[src/gpp_pkg.sv]
package gpp_pkg;

    // ========================================================================
    // Bus geometry
    localparam int          ADDR_W          = 8;
    localparam int          DATA_W          = 32;
    localparam int          REG_W           = 8;
    localparam int          SYNC_STAGES     = 2;

    // ========================================================================
    // Register byte offsets
    localparam logic [7:0]  OFS_PIN_FUNC    = 8'h00;
    localparam logic [7:0]  OFS_P1_DIR      = 8'h04;
    localparam logic [7:0]  OFS_P1_PULLUP   = 8'h08;
    localparam logic [7:0]  OFS_P2_DIR      = 8'h0c;
    localparam logic [7:0]  OFS_P2_LATCH    = 8'h10;

    // ========================================================================
    // Reset values, writable masks and fixed read bits
    localparam logic [7:0]  PIN_FUNC_RST    = 8'h00;
    localparam logic [7:0]  PIN_FUNC_WMASK  = 8'h9e;
    localparam logic [7:0]  P1_DIR_RST      = 8'h00;
    localparam logic [7:0]  P1_DIR_WMASK    = 8'hf7;
    localparam logic [7:0]  P1_PULLUP_RST   = 8'h08;
    localparam logic [7:0]  P1_PULLUP_WMASK = 8'hf7;
    localparam logic [7:0]  P1_PULLUP_FIXED = 8'h08;
    localparam logic [2:0]  P2_DIR_RST      = 3'h0;
    localparam logic [2:0]  P2_LATCH_RST    = 3'h0;
    localparam logic [7:0]  P2_LATCH_FIXED  = 8'hf8;
    localparam logic [7:0]  DIR_READ_VALUE  = 8'h00;
    localparam logic [31:0] RDATA_IDLE      = 32'h0000_0000;

    // ========================================================================
    // Field and pin positions
    localparam int          FUNC_IRQ_B_BIT  = 7;
    localparam int          FUNC_IRQ_A_BIT  = 4;
    localparam int          FUNC_TX_BIT     = 1;
    localparam int          P1_IRQ_B_PIN    = 7;
    localparam int          P1_IRQ_A_PIN    = 4;
    localparam int          P1_CLK_PIN      = 2;
    localparam int          P2_PINS         = 3;
    localparam int          P2_TX_PIN       = 2;
    localparam int          P2_RX_PIN       = 1;
    localparam int          P2_CLK_PIN      = 0;

    // ========================================================================
    // Idle levels of signals handed to peripherals
    localparam logic        IRQ_IDLE        = 1'b1;
    localparam logic        RX_IDLE         = 1'b1;
    localparam logic        CLK_IN_IDLE     = 1'b0;

endpackage : gpp_pkg

[src/gpp_port_mux.sv]
// Notes on behaviour
// - Port 1 pull-up acts only while that pin's direction bit is input.
// - Port 1 pull-up bits 7-4, 2-0 switch pull-ups; reset to 0.
// - Port 1 pull-up bit 3 reserved: reads 1, resets 1, ignores writes.
// - Select bits route pins 7 and 4 to interrupt/trigger inputs.
// - Direction 1 drives pin from latch; 0 makes it an input.
// - Port 2 data writes store pins 2-0 in a latch reset to 0.
// - Data read returns latch for outputs, live pin level for inputs.
// - Port 2 data bits 7 to 3 always read as 1.
// - Pin 2 becomes transmit output; pin 1 receive input when enabled.
// - Port 2 pin 0 serial clock selection from clock enables and mode.
// - Port 1 pin 2 uses same clock selection from third channel.
// - Function select bit 7 for pin 7, bit 4 for pin 4; reset 0.
// - Function select bit 1 routes serial transmit to port 2 pin 2.
//
// The implementer's own choices: the register addresses and the APB interface to the registers.
module gpp_port_mux #(
    parameter bit HAS_CHANNEL_C = 1'b1
) (
    input  wire logic                         pclk,
    input  wire logic                         presetn,
    input  wire logic                         psel,
    input  wire logic                         penable,
    input  wire logic                         pwrite,
    input  wire logic [gpp_pkg::ADDR_W-1:0]   paddr,
    input  wire logic [gpp_pkg::DATA_W-1:0]   pwdata,
    output logic      [gpp_pkg::DATA_W-1:0]   prdata,
    output logic                              pready,
    output logic                              pslverr,
    input  wire logic [gpp_pkg::REG_W-1:0]    port1_pin_in,
    output logic      [gpp_pkg::REG_W-1:0]    port1_pin_out,
    output logic      [gpp_pkg::REG_W-1:0]    port1_pin_oe,
    output logic      [gpp_pkg::REG_W-1:0]    port1_pullup_on,
    input  wire logic [gpp_pkg::REG_W-1:0]    port1_data_latch,
    input  wire logic [gpp_pkg::P2_PINS-1:0]  port2_pin_in,
    output logic      [gpp_pkg::P2_PINS-1:0]  port2_pin_out,
    output logic      [gpp_pkg::P2_PINS-1:0]  port2_pin_oe,
    output logic                              ext_intr_line_a,
    output logic                              ext_intr_line_b,
    output logic                              timer_trigger_in,
    input  wire logic                         serial_tx_data,
    output logic                              serial_rx_data,
    input  wire logic                         receiver_enable_bit,
    input  wire logic                         clock_enable_upper,
    input  wire logic                         clock_enable_lower,
    input  wire logic                         serial_sync_mode,
    input  wire logic                         serial_clk_drive,
    output logic                              serial_clock_pin_in,
    input  wire logic                         clock_enable_upper_c,
    input  wire logic                         clock_enable_lower_c,
    input  wire logic                         serial_sync_mode_c,
    input  wire logic                         serial_clk_drive_c,
    output logic                              serial_clock_pin_ch_c_in
);
    import gpp_pkg::*;

    // ========================================================================
    // Register state
    logic [REG_W-1:0]   pin_function_select_ff;
    logic [REG_W-1:0]   nxt_pin_function_select;

    logic [REG_W-1:0]   port1_direction_ff;
    logic [REG_W-1:0]   nxt_port1_direction;

    logic [REG_W-1:0]   port1_pullup_enable_ff;
    logic [REG_W-1:0]   nxt_port1_pullup_enable;

    logic [P2_PINS-1:0] port2_direction_ff;
    logic [P2_PINS-1:0] nxt_port2_direction;

    logic [P2_PINS-1:0] port2_output_latch_ff;
    logic [P2_PINS-1:0] nxt_port2_output_latch;

    logic [DATA_W-1:0]  nxt_prdata;
    logic               nxt_pready;
    logic               nxt_pslverr;

    // ========================================================================
    // Synchronised pins and combinational pin results
    logic [REG_W-1:0]   p1_sync;
    logic [P2_PINS-1:0] p2_sync;

    logic [REG_W-1:0]   p2_read;
    logic [REG_W-1:0]   wdata8;
    logic               access;
    logic               commit;

    logic [REG_W-1:0]   nxt_p1_out;
    logic [REG_W-1:0]   nxt_p1_oe;
    logic [REG_W-1:0]   nxt_p1_pullup;

    logic [P2_PINS-1:0] nxt_p2_out;
    logic [P2_PINS-1:0] nxt_p2_oe;

    logic               nxt_irq_a;
    logic               nxt_irq_b;
    logic               nxt_trig;
    logic               nxt_rx;

    logic               clk_oe;
    logic               clk_out;
    logic               clk_in;

    logic               clk_c_oe;
    logic               clk_c_out;
    logic               clk_c_in;

    // Pin levels are asynchronous to pclk, so two flip-flops stand before any
    // logic; a read-back therefore lags the pin by the synchroniser's edges.
    gpp_sync2 #(.W(REG_W)) u_sync_p1 (
        .pclk     (pclk),
        .presetn  (presetn),
        .async_in (port1_pin_in),
        .sync_out (p1_sync)
    );

    gpp_sync2 #(.W(P2_PINS)) u_sync_p2 (
        .pclk     (pclk),
        .presetn  (presetn),
        .async_in (port2_pin_in),
        .sync_out (p2_sync)
    );

    gpp_clk_pin_sel #(.HAS_CHANNEL(1'b1)) u_clk_p2 (
        .clock_enable_upper (clock_enable_upper),
        .clock_enable_lower (clock_enable_lower),
        .sync_mode          (serial_sync_mode),
        .dir                (port2_direction_ff[P2_CLK_PIN]),
        .latch              (port2_output_latch_ff[P2_CLK_PIN]),
        .clk_drive          (serial_clk_drive),
        .pin_level          (p2_sync[P2_CLK_PIN]),
        .pin_oe             (clk_oe),
        .pin_out            (clk_out),
        .clk_in             (clk_in)
    );

    // Variants without the third channel set the parameter to 0, which
    // leaves port 1 pin 2 as plain I/O under its direction bit.
    gpp_clk_pin_sel #(.HAS_CHANNEL(HAS_CHANNEL_C)) u_clk_p1 (
        .clock_enable_upper (clock_enable_upper_c),
        .clock_enable_lower (clock_enable_lower_c),
        .sync_mode          (serial_sync_mode_c),
        .dir                (port1_direction_ff[P1_CLK_PIN]),
        .latch              (port1_data_latch[P1_CLK_PIN]),
        .clk_drive          (serial_clk_drive_c),
        .pin_level          (p1_sync[P1_CLK_PIN]),
        .pin_oe             (clk_c_oe),
        .pin_out            (clk_c_out),
        .clk_in             (clk_c_in)
    );

    // ========================================================================
    // Port 2 data read-back: latch for outputs, pin level for inputs.
    always_comb begin
        p2_read = P2_LATCH_FIXED;
        for (int i = 0; i < P2_PINS; i++) begin
            p2_read[i] = port2_direction_ff[i] ? port2_output_latch_ff[i]
                                               : p2_sync[i];
        end
    end

    // ========================================================================
    // APB slave. The access phase lasts two cycles so that read data and
    // the error flag can come from flip-flops; writes land on the edge
    // where pready is sampled high.
    assign wdata8 = pwdata[REG_W-1:0];
    assign access = psel && penable && !pready;
    assign commit = psel && penable && pready && pwrite;

    always_comb begin
        nxt_pin_function_select = pin_function_select_ff;
        nxt_port1_direction     = port1_direction_ff;
        nxt_port1_pullup_enable = port1_pullup_enable_ff;
        nxt_port2_direction     = port2_direction_ff;
        nxt_port2_output_latch  = port2_output_latch_ff;
        nxt_pready              = access;
        nxt_prdata              = RDATA_IDLE;
        nxt_pslverr             = 1'b0;

        if (access) begin
            if (paddr == OFS_PIN_FUNC) begin
                nxt_prdata[REG_W-1:0] = pin_function_select_ff;
            end else if (paddr == OFS_P1_DIR) begin
                nxt_prdata[REG_W-1:0] = DIR_READ_VALUE;
            end else if (paddr == OFS_P1_PULLUP) begin
                nxt_prdata[REG_W-1:0] = port1_pullup_enable_ff
                                      | P1_PULLUP_FIXED;
            end else if (paddr == OFS_P2_DIR) begin
                nxt_prdata[REG_W-1:0] = DIR_READ_VALUE;
            end else if (paddr == OFS_P2_LATCH) begin
                nxt_prdata[REG_W-1:0] = p2_read;
            end else begin
                nxt_pslverr = 1'b1;
            end
        end

        if (commit) begin
            if (paddr == OFS_PIN_FUNC) begin
                nxt_pin_function_select = wdata8 & PIN_FUNC_WMASK;
            end else if (paddr == OFS_P1_DIR) begin
                nxt_port1_direction = wdata8 & P1_DIR_WMASK;
            end else if (paddr == OFS_P1_PULLUP) begin
                nxt_port1_pullup_enable = (wdata8 & P1_PULLUP_WMASK)
                                        | P1_PULLUP_FIXED;
            end else if (paddr == OFS_P2_DIR) begin
                nxt_port2_direction = wdata8[P2_PINS-1:0];
            end else if (paddr == OFS_P2_LATCH) begin
                nxt_port2_output_latch = wdata8[P2_PINS-1:0];
            end
        end
    end

    // ========================================================================
    // Port 1 pin functions
    always_comb begin
        nxt_p1_out = port1_data_latch;
        nxt_p1_oe  = port1_direction_ff;
        nxt_p1_oe[P1_CLK_PIN]  = clk_c_oe;
        nxt_p1_out[P1_CLK_PIN] = clk_c_out;
        // Pull-ups are gated by direction only, so a pin taken by a
        // peripheral input keeps its pull-up while its direction is 0.
        nxt_p1_pullup = port1_pullup_enable_ff & ~port1_direction_ff
                      & P1_PULLUP_WMASK;
        nxt_irq_b = IRQ_IDLE;
        nxt_trig  = IRQ_IDLE;
        nxt_irq_a = IRQ_IDLE;
        if (pin_function_select_ff[FUNC_IRQ_B_BIT]) begin
            nxt_p1_oe[P1_IRQ_B_PIN] = 1'b0;
            nxt_irq_b = p1_sync[P1_IRQ_B_PIN];
            nxt_trig  = p1_sync[P1_IRQ_B_PIN];
        end
        if (pin_function_select_ff[FUNC_IRQ_A_BIT]) begin
            nxt_p1_oe[P1_IRQ_A_PIN] = 1'b0;
            nxt_irq_a = p1_sync[P1_IRQ_A_PIN];
        end
    end

    // ========================================================================
    // Port 2 pin functions
    always_comb begin
        nxt_p2_out = port2_output_latch_ff;
        nxt_p2_oe  = port2_direction_ff;
        nxt_rx     = RX_IDLE;
        if (pin_function_select_ff[FUNC_TX_BIT]) begin
            nxt_p2_oe[P2_TX_PIN]  = 1'b1;
            nxt_p2_out[P2_TX_PIN] = serial_tx_data;
        end
        if (receiver_enable_bit) begin
            nxt_p2_oe[P2_RX_PIN] = 1'b0;
            nxt_rx = p2_sync[P2_RX_PIN];
        end
        nxt_p2_oe[P2_CLK_PIN]  = clk_oe;
        nxt_p2_out[P2_CLK_PIN] = clk_out;
    end

    // ========================================================================
    // Registers
    always_ff @(posedge pclk or negedge presetn) begin
        if (!presetn) begin
            pin_function_select_ff   <= PIN_FUNC_RST;
            port1_direction_ff       <= P1_DIR_RST;
            port1_pullup_enable_ff   <= P1_PULLUP_RST;
            port2_direction_ff       <= P2_DIR_RST;
            port2_output_latch_ff    <= P2_LATCH_RST;

            prdata                   <= RDATA_IDLE;
            pready                   <= 1'b0;
            pslverr                  <= 1'b0;

            port1_pin_out            <= '0;
            port1_pin_oe             <= '0;
            port1_pullup_on          <= '0;
            port2_pin_out            <= '0;
            port2_pin_oe             <= '0;
            ext_intr_line_a          <= IRQ_IDLE;
            ext_intr_line_b          <= IRQ_IDLE;
            timer_trigger_in         <= IRQ_IDLE;
            serial_rx_data           <= RX_IDLE;
            serial_clock_pin_in      <= CLK_IN_IDLE;
            serial_clock_pin_ch_c_in <= CLK_IN_IDLE;
        end else begin
            pin_function_select_ff   <= nxt_pin_function_select;
            port1_direction_ff       <= nxt_port1_direction;
            port1_pullup_enable_ff   <= nxt_port1_pullup_enable;
            port2_direction_ff       <= nxt_port2_direction;
            port2_output_latch_ff    <= nxt_port2_output_latch;

            prdata                   <= nxt_prdata;
            pready                   <= nxt_pready;
            pslverr                  <= nxt_pslverr;

            port1_pin_out            <= nxt_p1_out;
            port1_pin_oe             <= nxt_p1_oe;
            port1_pullup_on          <= nxt_p1_pullup;
            port2_pin_out            <= nxt_p2_out;
            port2_pin_oe             <= nxt_p2_oe;
            ext_intr_line_a          <= nxt_irq_a;
            ext_intr_line_b          <= nxt_irq_b;
            timer_trigger_in         <= nxt_trig;
            serial_rx_data           <= nxt_rx;
            serial_clock_pin_in      <= clk_in;
            serial_clock_pin_ch_c_in <= clk_c_in;
        end
    end

endmodule : gpp_port_mux

[src/gpp_sync2.sv]
module gpp_sync2 #(
    parameter int W = 8
) (
    input  wire logic         pclk,
    input  wire logic         presetn,
    input  wire logic [W-1:0] async_in,
    output logic      [W-1:0] sync_out
);
    import gpp_pkg::*;

    // ========================================================================
    // Two-stage synchroniser; the first stage feeds only the second.
    logic [W-1:0] meta_ff;
    logic [W-1:0] nxt_meta;
    logic [W-1:0] nxt_sync;

    always_comb begin
        nxt_meta = async_in;
        nxt_sync = meta_ff;
    end

    always_ff @(posedge pclk or negedge presetn) begin
        if (!presetn) begin
            meta_ff  <= '0;
            sync_out <= '0;
        end else begin
            meta_ff  <= nxt_meta;
            sync_out <= nxt_sync;
        end
    end

endmodule : gpp_sync2

[src/gpp_clk_pin_sel.sv]
module gpp_clk_pin_sel #(
    parameter bit HAS_CHANNEL = 1'b1
) (
    input  wire logic clock_enable_upper,
    input  wire logic clock_enable_lower,
    input  wire logic sync_mode,
    input  wire logic dir,
    input  wire logic latch,
    input  wire logic clk_drive,
    input  wire logic pin_level,
    output logic      pin_oe,
    output logic      pin_out,
    output logic      clk_in
);
    import gpp_pkg::*;

    // ========================================================================
    // Serial clock pin selection; serial settings override direction.
    always_comb begin
        pin_oe  = dir;
        pin_out = latch;
        clk_in  = CLK_IN_IDLE;
        if (!HAS_CHANNEL) begin
            pin_oe  = dir;
        end else if (clock_enable_upper) begin
            pin_oe  = 1'b0;
            clk_in  = pin_level;
        end else if (clock_enable_lower || sync_mode) begin
            pin_oe  = 1'b1;
            pin_out = clk_drive;
        end
    end

endmodule : gpp_clk_pin_sel

[config.mk]
export PLATFORM = sky130hd
export DESIGN_NAME = gpp_port_mux
export DESIGN_NICKNAME = d
export VERILOG_FILES = /design/src/gpp_pkg.sv /design/src/gpp_port_mux.sv /design/src/gpp_sync2.sv /design/src/gpp_clk_pin_sel.sv
export SDC_FILE = /design/constraint.sdc
export NUM_CORES = 1
export LEC_CHECK = 0
export ABC_AREA = 1
export BUFFER_PORTS_ARGS = -buffer_cell sky130_fd_sc_hd__clkbuf_2
export CAP_MARGIN = 5
export CORE_ASPECT_RATIO = 1.75
export CORE_MARGIN = 4
export CORE_UTILIZATION = 52
export DETAILED_ROUTE_END_ITERATION = 10
export PLACE_DENSITY = 0.83
export SYNTH_ARGS = -nofsm -noshare
export SYNTH_HDL_FRONTEND = slang
export SYNTH_HIERARCHICAL = 1
export SYNTH_SLANG_ARGS = --single-unit
[constraint.sdc]
create_clock -name pclk -period 2.1 [get_ports pclk]
set_input_delay 0.105 -clock pclk [delete_from_list [all_inputs] [get_ports pclk]]
set_output_delay 0.105 -clock pclk [all_outputs]
set_load 0.02 [all_outputs]
==> reports/qor.yml <==
floorplan:
  start_util_pct: 54.43
  die_w_um: 67.77
  dieArea_um2: 7630
  ios: 144
  fp-row-count: 37
  core_area_um2: 5972
  fp.dieH_um: 112.6
cells_and_area:
  drive_above_1_share_pct: 34.55
  final_util_pct: 68.22
  n_antenna_cell: 0
  synthToLayoutAreaGrowth_pct: 25.33
  nFillCells: 453
  finalNetCount: 506
detailed_routing:
  initialDrtViolationCount: 200
  first_pass_iters: 4
  wl_um: 6557
  ant_nets: 0
  num_vias: 2369
  routed_via_density: 4.600
  route.detailed.drc: 0
  wire_per_inst_um: 12.73
setup_path:
  end_kind: "register"
  crit_fanout: 14
  crit_family: "simple AND/OR/NAND/NOR gates"
  crit_chain: "nand2_2 > nor2_8 > nand4_4 > nand2_1 > o21ai_2"
  cp.buffers_inverters: 0
  critPathLaunch: "pready"
  crit_type: "register to register"
  crit_required_ps: 2330
  critPathSlowestCell: "dfrtp_1"
  cp_slowest_stage_delay_ps: 420
  crit_path_start_kind: "register"
  timing.rr.start: "pready"
  crit_arrival_ps: 1600
sta:
  setup_tns_ps: 0
  min_period_ps: 1375
  drv_slew: 0
  finalSetupViolCount: 0
  hold_violations: 0
  finClkSkew_ps: 7.889
  timing.fmax_mhz: 727.5
  rsz0062_at_grt: "false"
  holdWs_ps: 11.97
  period_share_pct: 65.46
clock_network:
  cts-htree-levels: 3
  cts_buffers: 9
  post_cts_resized: 0
  clock-sinks: 80
  clk_latency_ps: 350
  cts_tree: "built"
  cts_buffer_depth: 2
  clock-root-buffer: "clkbuf_8"
  clk_pin_slew_ps: 80
  holdBufCountCts: 22
  post_cts_buffers: 0
power:
  combPwrFrac_pct: 9.5
  p_per_area_nw_per_um2: 698.7
  swShare_pct: 25.33
  switchingPower_uw: 720.8
  p_clk_share_pct: 34.8
  ir_worst_vdd_uv: 413.9
  p_int_mw: 2.125
  p_leak_nw: 2.301
  p_seq_share_pct: 55.6
placement:
  numPortBuffers: 88
  hpwl_um: 4497
  routabilityCongestion: 0.8347
global_routing:
  grt_pass1_vias: 2451
  antenna_found_initial: 0
  grt_pass1_wl_um: 10640
  grt_max_degree: 81
  grt_use_total_pct: 18.84
  overflow: 0
yosys:
  yosys_warnings: 6
  synth_area_per_cell_um2: 10.35
  postSynthCellCount: 314
  synth_area_um2: 3251
hold_path:
  hold_path_startpoint: "pwdata[5]"
  min_path_type: "input port to register"
run:
  maxCapViolCount: 0
outcome:
  status: "finished clean"
-- final cells by class --
type                    instances  area [µm²]  area share [%]
flip-flops and latches         80        2006           49.23
multi-input cells             183       934.6           22.94
repair buffers                111       683.2           16.77
inverters                      47       178.9           4.392
clock buffers                  11       141.4           3.471
well taps                      78       97.59           2.396
clock inverters                 5       32.53          0.7985
-- per-stage QoR --
step | std cells | setup slack (ps) | power (mW) | cell area (µm²)
after floorplan | 339 | 779.8 | 1.776 | 3344
after global placement | 477 | 776.3 | 1.845 | 3680
after detailed placement | 477 | 748.7 | 1.852 | 3680
after CTS | 515 | 726.6 | 2.875 | 4074
after global routing | 515 | 607.4 | 2.973 | 4074
final | 515 | 725.4 | 2.846 | 4074
-- sequential cells by signal, indices dropped and copies added (netlist names), 5 cells and up --
name / flops
pin_function_select_ff: 5
port1_direction_ff: 7
port1_pin_oe: 7
port1_pin_out: 8
port1_pullup_enable_ff: 7
port1_pullup_on: 7
prdata: 8
-- cell usage in the layout, fill, tap and decap left out, types with 2 or more instances in the layout --
| cell type | count |
|---|---|
| nand3_1 | 18 |
| nor2_8 | 2 |
| dfrtp_1 | 77 |
| nor2_4 | 3 |
| clkinv_4 | 2 |
| inv_2 | 6 |
| nand2_4 | 2 |
| nand2_1 | 64 |
| o21ai_1 | 5 |
| nand2_2 | 10 |
| nor2_1 | 22 |
| conb_1 | 26 |
| dfstp_2 | 3 |
| o21ai_0 | 9 |
| clkbuf_2 | 87 |
| inv_1 | 39 |
| dlygate4sd3_1 | 22 |
| clkinv_2 | 3 |
| o21ai_2 | 16 |
| clkbuf_8 | 10 |
-- power groups by stage --
stage                     sequential [mW]  combinational, mW  clock (mW)
after floorplan                      1.64              0.139           0
after detailed placement             1.61              0.238           0
after global routing                 1.59              0.301        1.09
after global placement               1.61              0.233           0
after CTS                            1.58              0.272        1.02
final                                1.58              0.272       0.992
-- final timing paths --
check | slack, ps | to | depth (start not counted)
min in group asynchronous | 300 | u_sync_p2/sync_out[1] | 3
max in group asynchronous | 1440 | ext_intr_line_a | 3
max reg2reg | 730 | port1_direction_ff[2] | 5
min | 10 | port1_direction_ff[5] | 3
max | 730 | port1_direction_ff[2] | 5
min reg2reg | 350 | u_sync_p2/sync_out[1] | 0
-- routing by layer --
metal	up-vias	part of all wire, %	routed length [µm]	global-route usage [%]
met5	-	0	0	0
met4	0	3.1	206	10.16
met3	18	7.2	470	4.505
met2	99	55	3621	33.18
met1	1110	34	2258	19.68
li1	1142	-	-	-
-- worst reg2reg max path, cell delays in order (launching register included) --
cell     delay [ps]
dfrtp_1         420
nand2_2         110
nor2_8          170
nand4_4         290
nand2_1         200
o21ai_2          70
No activity file was read; power rests on OpenSTA's default activity.
